File: src/design/hold_arb_consts.vh
// constants of the local bus hold arbitration block
`ifndef HOLD_ARB_CONSTS_VH
`define HOLD_ARB_CONSTS_VH
`define HA_DATA_W        16
`define HA_CTRL_W        8
`define HA_CTRL_IDLE     8'hff
`define HA_REL_NS        10
`define HA_CLK_NS        10
`define HA_REL_CYC       ((`HA_REL_NS + `HA_CLK_NS - 1) / `HA_CLK_NS)
`define HA_ST_OWN        2'h0
`define HA_ST_FLOAT      2'h1
`define HA_ST_GRANT      2'h2
`define HA_ST_RESUME     2'h3
`define HA_RST_WAIT      4'h0
`define HA_RST_DRIVE     1'b1
`define HA_RST_IN_RESET  1'b1
`define HA_RST_GRANT     1'b0
`define HA_RST_LOCK_N    1'b1
`define HA_RST_LOCK_OE   1'b0
`define HA_RST_PULLUP    1'b1
`define HA_RST_CYC_GO    1'b0
`define HA_DATA_RST_BIT  1'b0
`define HA_CTRL_IDLE_BIT 1'b1
`define HA_OE_OFF        1'b0
`endif

File: src/design/bus_drive_stage.v
// output stage that registers the bus lines and their enables
`include "hold_arb_consts.vh"
`default_nettype none
module bus_drive_stage #(
    parameter DATA_W = 16,
    parameter CTRL_W = 8
) (
    input  wire              core_clk,    // core clock
    input  wire              rst_n,       // async reset, active low
    input  wire              drive,       // bus owned by the core
    input  wire [DATA_W-1:0] data_in,     // data from the core
    input  wire              data_wr,     // core wants data driven
    input  wire [CTRL_W-1:0] ctrl_in,     // control lines from core
    output reg  [DATA_W-1:0] data_out,    // data pin output
    output reg               data_oe,     // data pin enable
    output reg  [CTRL_W-1:0] ctrl_out,    // control pin output
    output reg               ctrl_oe      // control pin enable
);
    always @(posedge core_clk or negedge rst_n) begin
        if (!rst_n) begin
            data_out <= {DATA_W{`HA_DATA_RST_BIT}};
            data_oe  <= `HA_OE_OFF;
            ctrl_out <= {CTRL_W{`HA_CTRL_IDLE_BIT}};
            ctrl_oe  <= `HA_OE_OFF;
        end else begin
            data_out <= data_in;
            data_oe  <= drive & data_wr;
            ctrl_out <= ctrl_in;
            ctrl_oe  <= drive;
        end
    end
endmodule // bus_drive_stage
`default_nettype wire

File: src/design/local_bus_hold_arbitration.v
// hold request arbitration and bus release for the local bus
// Functional notes
// - grant output goes high once the core has given up the bus.
// - data bus and control outputs float while grant is high.
// - bus is released only at an instruction boundary outside locked sequences.
// - atomic-cycle output is low during a cycle that must not be interrupted.
// - while atomic output is low, requests are ignored and grant stays low.
// - in reset the atomic pin is weakly high; outside logic must not pull it low.
`include "hold_arb_consts.vh"
`default_nettype none
module local_bus_hold_arbitration #(
    parameter DATA_W = `HA_DATA_W,
    parameter CTRL_W = `HA_CTRL_W
) (
    input  wire              core_clk,      // core clock, 100 MHz
    input  wire              rst_n,         // async reset, active low
    input  wire              hold_req,      // external bus master request
    input  wire              instr_end,     // core at an instruction boundary
    input  wire              lock_seq,      // core inside a locked instruction sequence
    input  wire              core_cyc_req,  // core wants to start a bus cycle
    input  wire [DATA_W-1:0] core_data,     // core write data
    input  wire              core_data_wr,  // core drives data this cycle
    input  wire [CTRL_W-1:0] core_ctrl,     // core bus control lines
    output reg               hold_grant,    // bus handed to other master
    output reg               lock_out_n,    // atomic cycle, active low
    output reg               lock_oe,       // atomic pin enable
    output reg               lock_pullup,   // weak pull-up on atomic pin
    output reg               core_cyc_go,   // core may start its bus cycle
    output wire [DATA_W-1:0] bus_data_out,  // data pin output
    output wire              bus_data_oe,   // data pin enable
    output wire [CTRL_W-1:0] bus_ctrl_out,  // control pin output
    output wire              bus_ctrl_oe    // control pin enable
);
    localparam [1:0] ST_OWN    = `HA_ST_OWN;
    localparam [1:0] ST_FLOAT  = `HA_ST_FLOAT;
    localparam [1:0] ST_GRANT  = `HA_ST_GRANT;
    localparam [1:0] ST_RESUME = `HA_ST_RESUME;
    // float time is rounded up to whole clocks; the 4-bit counter keeps only its low 4 bits, so 16 wraps to 0
    localparam integer REL_CYC_I = `HA_REL_CYC;
    localparam [3:0]   REL_CYC   = REL_CYC_I[3:0];

    reg  [1:0] state;
    reg  [1:0] next_state;
    reg  [3:0] wait_cnt;
    reg  [3:0] next_wait_cnt;
    reg        drive;
    reg        next_drive;
    reg        in_reset;
    reg        next_lock_out_n;
    reg        next_hold_grant;
    reg        next_lock_oe;
    reg        next_lock_pullup;
    reg        next_core_cyc_go;
    wire       can_release;

    // a request is taken only at an unlocked boundary
    function release_ok;
        input req;
        input boundary;
        input locked;
        input lock_pin_n;
        begin
            release_ok = req & boundary & ~locked & lock_pin_n;
        end
    endfunction

    // state compare shared by the grant and cycle-start decode
    function in_state;
        input [1:0] cur;
        input [1:0] code;
        begin
            in_state = (cur == code);
        end
    endfunction

    // the float count ends on its last cycle
    function float_done;
        input [3:0] cnt;
        begin
            float_done = (cnt <= 4'h1);
        end
    endfunction

    // the registered lock level is also checked, so a lock seen late still blocks
    assign can_release = release_ok(hold_req, instr_end, lock_seq, lock_out_n);

    // atomic output follows the locked sequence only while we own the bus
    always @* begin
        next_lock_out_n = ~(lock_seq & drive);
    end

    // arbitration state sequence
    always @* begin
        next_state = state;
        case (state)
            ST_OWN: begin
                if (can_release) begin
                    next_state = ST_FLOAT;
                end
            end
            ST_FLOAT: begin
                // pins must be released before the grant is seen outside
                if (!hold_req) begin
                    next_state = ST_RESUME;
                end else if (float_done(wait_cnt)) begin
                    next_state = ST_GRANT;
                end
            end
            ST_GRANT: begin
                if (!hold_req) begin
                    next_state = ST_RESUME;
                end
            end
            ST_RESUME: begin
                next_state = ST_OWN;
            end
            default: begin
                next_state = ST_OWN;
            end
        endcase
    end

    // float time counted down before the grant goes out
    always @* begin
        next_wait_cnt = wait_cnt;
        case (state)
            ST_OWN: begin
                if (can_release) begin
                    next_wait_cnt = REL_CYC;
                end
            end
            ST_FLOAT: begin
                if (hold_req && !float_done(wait_cnt)) begin
                    next_wait_cnt = wait_cnt - 4'h1;
                end
            end
            default: begin
                next_wait_cnt = wait_cnt;
            end
        endcase
    end

    // pin drivers are off from the release edge until the resume state ends
    always @* begin
        next_drive = drive;
        case (state)
            ST_OWN: begin
                if (can_release) begin
                    next_drive = 1'b0;
                end
            end
            ST_RESUME: begin
                next_drive = 1'b1;
            end
            default: begin
                next_drive = drive;
            end
        endcase
    end

    always @* begin
        next_hold_grant  = in_state(next_state, ST_GRANT);
        // strong drive only from the second clock after reset, so the pull-up hands over cleanly
        next_lock_oe     = ~in_reset;
        next_lock_pullup = in_reset;
        // cycles start only once we own the bus and its drivers are already on
        next_core_cyc_go = core_cyc_req & next_drive & drive & in_state(next_state, ST_OWN);
    end

    // state machine registers
    always @(posedge core_clk or negedge rst_n) begin
        if (!rst_n) begin
            state    <= ST_OWN;
            wait_cnt <= `HA_RST_WAIT;
            drive    <= `HA_RST_DRIVE;
        end else begin
            state    <= next_state;
            wait_cnt <= next_wait_cnt;
            drive    <= next_drive;
        end
    end

    // atomic pin: weak pull-up through reset, strong drive afterwards
    always @(posedge core_clk or negedge rst_n) begin
        if (!rst_n) begin
            in_reset    <= `HA_RST_IN_RESET;
            lock_out_n  <= `HA_RST_LOCK_N;
            lock_oe     <= `HA_RST_LOCK_OE;
            lock_pullup <= `HA_RST_PULLUP;
        end else begin
            in_reset    <= 1'b0;
            lock_out_n  <= next_lock_out_n;
            lock_oe     <= next_lock_oe;
            lock_pullup <= next_lock_pullup;
        end
    end

    // grant and cycle permission leave straight from flip-flops
    always @(posedge core_clk or negedge rst_n) begin
        if (!rst_n) begin
            hold_grant  <= `HA_RST_GRANT;
            core_cyc_go <= `HA_RST_CYC_GO;
        end else begin
            hold_grant  <= next_hold_grant;
            core_cyc_go <= next_core_cyc_go;
        end
    end

    bus_drive_stage #(
        .DATA_W (DATA_W),
        .CTRL_W (CTRL_W)
    ) u_drive (
        .core_clk (core_clk),
        .rst_n    (rst_n),
        .drive    (next_drive),
        .data_in  (core_data),
        .data_wr  (core_data_wr),
        .ctrl_in  (core_ctrl),
        .data_out (bus_data_out),
        .data_oe  (bus_data_oe),
        .ctrl_out (bus_ctrl_out),
        .ctrl_oe  (bus_ctrl_oe)
    );
endmodule // local_bus_hold_arbitration
`default_nettype wire

File: config.mk
export PLATFORM = sky130hd
export DESIGN_NAME = local_bus_hold_arbitration
export DESIGN_NICKNAME = d
export VERILOG_FILES = /design/src/design/bus_drive_stage.v /design/src/design/local_bus_hold_arbitration.v
export VERILOG_INCLUDE_DIRS = /design/src /design/src/design
export SDC_FILE = /design/constraint.sdc
export NUM_CORES = 1
export LEC_CHECK = 0
export BUFFER_PORTS_ARGS = -buffer_cell sky130_fd_sc_hd__buf_2
export CORE_MARGIN = 1.5
export CORE_UTILIZATION = 36
export CTS_CLUSTER_DIAMETER = 50
export DETAILED_ROUTE_END_ITERATION = 10
export GPL_TIMING_DRIVEN = 0
export PLACE_DENSITY_LB_ADDON = 0.25
export SLEW_MARGIN = 25
export SYNTH_ARGS = -nofsm -noshare
export SYNTH_HDL_FRONTEND = slang
export SYNTH_SLANG_ARGS = --single-unit
File: constraint.sdc
create_clock -name core_clk -period 1.7 [get_ports core_clk]
set_input_delay 0.34 -clock core_clk [delete_from_list [all_inputs] [get_ports core_clk]]
set_output_delay 0.34 -clock core_clk [all_outputs]
set_load 0.1 [all_outputs]
==> out/results.tsv <==
stage	metric	value	unit
outcome	status	completed	
placement	place_inst	201	
cells_and_area	fill_cells	317	
synthesis	synth.distinct_cells	29	
cells_and_area	antennaDiodeCount	0	
drt	routed_wl	2.57	mm
setup_path	critPathSlowestCell	dfstp_4	
clock_tree	cts_buffer_depth	2	
flow_run	maxCapViolCount	0	
grt	grt_util_all_layers	0.139	
setup_path	critPathTopFamily	flip-flops	
grt	grt_overflow	0	
floorplan	core	3660	um2
floorplan	die_y	64.5	um
sta	max_slew.worst_pin.slew	0.835	ns
sta	fin_crit_sh	0.975	
clock_tree	htree_num_levels	2	
drt	route.met2.wl	1.37	mm
grt	grt_max_degree	40	
drt	via_per_inst	4.52	
synthesis	synth.avg_cell_area	14.8	um2
clock_tree	root_buffer	clkbuf_8	
synthesis	synth_area	1360	um2
synthesis	ys_seq_elements	39	
synthesis	synth_edf_count	0	
placement	dpl_cell_area	1730	um2
sta	period_needed	1.66	ns
hold_path	hp-class	in -> reg	
floorplan	io_pins	62	
sta	finClkSkew	0.00530	ns
drt	vias	950	
setup_path	path_cells	buf_2	
setup_path	cp.arrival	1.32	ns
placement	gp_congestion	0.693	
drt	drc_errors	0	
grt	antenna_found_initial	0	
cells_and_area	fin_util	0.518	
clock_tree	insertion_delay	0.29	ns
clock_tree	cts_buffers	5	
synthesis	netlist_instances	92	
synthesis	syn-num-nets	129	
sta	fin_hold_ws	0.140	ns
sta	slew_violations	0	
cells_and_area	register_area	997	um2
setup_path	required	1.36	ns
floorplan	rows	22	
clock_tree	ctsHoldBuffers	0	
drt	wl_met1	1.01	mm
cells_and_area	syn_to_final_growth	39.3	%
grt	grt_pass1_wl	4.24	mm
floorplan	start_util	0.372	
sta	finalSetupViolCount	0	
cells_and_area	final_area	1900	um2
power_and_ir_drop	ir_worst_vdd	0.590	mV
sta	hold_viol_final	0	
cells_and_area	fin_cells	210	
setup_path	start_kind	register	
sta	clock.fmax	603	MHz
cells_and_area	drive_gt1_frac	0.605	
clock_tree	cts_tree	built	
synthesis	async_flop_share	1.00	
drt	drt_iter0_drc	34	
cells_and_area	multiInputGateArea	380	um2
setup_path	rrSetupSlack	0.06	ns
setup_path	path_class	reg -> out	
setup_path	critPathMaxStageDelay	0.61	ns
synthesis	yosysWarnings	0	
drt	drt_pass1_iterations	4	
floorplan	dieArea	4160	um2
floorplan	die_w	64.5	um
setup_path	cp_num_buf_inv	1	
placement	hpwl	1.95	mm
clock_tree	cts.reportedPaths.clkPinSlew	0.08	ns
power_and_ir_drop	power_per_cell_area	1750	nW/um2
drt	wl_met3	151	um
sta	relSlewSlack	0.444	
power_and_ir_drop	p_leak	0.918	nW
drt	top_layer	met4	
clock_tree	clock_sinks	39	
cells_and_area	final_net_count	198	
grt	grt_pass1_vias	962	
sta	rsz0062_at_grt	true	
synthesis	yosysSeqAreaShare	0.727	
setup_path	crit_fanout	2	
setup_path	end_kind	output port	
placement	io_buffers	61	
drt	wl_per_cell	12.3	um
synthesis	synth-main-ff-cell	dfrtp_1	
drt	detail-route-antenna-nets	0	
-- cell usage after synthesis, types with 2 or more instances --
cell type,n,share of area
inv_1,7,0.019
nand2_1,4,0.011
dfstp_2,12,0.23
mux2i_1,2,0.015
o21ai_0,4,0.015
dfrtp_1,27,0.50
or3_1,2,0.0092
nand2b_1,3,0.014
a21oi_1,2,0.0073
ha_1,6,0.055
and2_1,2,0.0092
nor2_1,4,0.011
-- metal layers --
layer / track usage / vias up
met5: 0 / -
met4: 0.0559 / 0
met3: 0.0625 / 6
met2: 0.237 / 27
met1: 0.150 / 469
li1: - / 448
-- through the flow --
step	power, mW	TNS [ns]	worst slack (ns)
floorplan	2.18	-0.0925	-0.0510
global placement	2.38	0	0.00698
detailed placement	2.43	-0.0422	-0.0422
CTS	3.27	0	0.00347
global route	3.51	-0.0444	-0.0407
finish	3.32	0	0.0427
-- flip-flops by register name, indices dropped and copies added, names as in the netlist --
signal and count:
hold_grant 1, lock_oe 1, in_reset 1, wait_cnt 4, drive 1, state 2, u_drive.ctrl_out 8, u_drive.data_out 16
core_cyc_go 1, lock_out_n 1, u_drive.ctrl_oe 1, lock_pullup 1, u_drive.data_oe 1
-- power breakdown --
part / leakage [nW] / switching (mW) / total (mW) / internal (mW)
logic: 0.407 / 0.936 / 1.33 / 0.397
clock network: 0.0618 / 0.318 / 0.800 / 0.482
registers: 0.449 / 0.0947 / 1.19 / 1.09
total: 0.918 / 1.35 / 3.32 / 1.97
-- worst paths after layout --
kind,from,to,cells past startpoint
max,lock_out_n,lock_out_n,1
min,core_ctrl[7],u_drive.ctrl_out[7],1
max reg2reg,lock_out_n,wait_cnt[1],4
min reg2reg,in_reset,lock_pullup,0
max in group asynchronous,rst_n,wait_cnt[0],1
min in group asynchronous,rst_n,u_drive.data_out[1],1
-- placed cells by master, fill, tap and decap left out, types with 2 or more instances in the layout --
master    instances
dfrtp_1          25
inv_1             6
mux2i_1           2
dfrtp_2           2
ha_2              3
ha_1              3
dfstp_2          11
and2_1            2
nor2_1            2
or3_1             2
clkbuf_8          6
nand2b_1          3
nor2_2            2
o21ai_1           3
o21ai_0           2
nand2_1           4
buf_2            61
-- cells by family (layout without fill, tap and decap cells) --
family                     Yosys count  after routing  share of synthesized area
muxes                                3              3                     0.0230
buffers and inverters                7             77                     0.0193
and+or+nand+nor                     22             22                      0.104
DFF                                 39             39                      0.727
adders and majority gates            6              6                     0.0551
other                                1              1                    0.00275
AOI/OAI and AO/OA                   14             14                     0.0689
-- layout make-up --
type,count,area share
Clock buffer,6,0.0435
Clock inverter,2,0.0204
Inverter,7,0.0138
Multi-Input combinational cell,46,0.200
Sequential cell,39,0.525
Tap cell,48,0.0316
Timing Repair Buffer,62,0.165
-- what timing repair did --
action,4_1_cts,5_1_grt
pin swaps,1,1
endpoints found under the setup margin,3,8
gates resized for setup,3,10
buffers inserted,0,1
No activity file was read; power rests on OpenSTA's default activity.
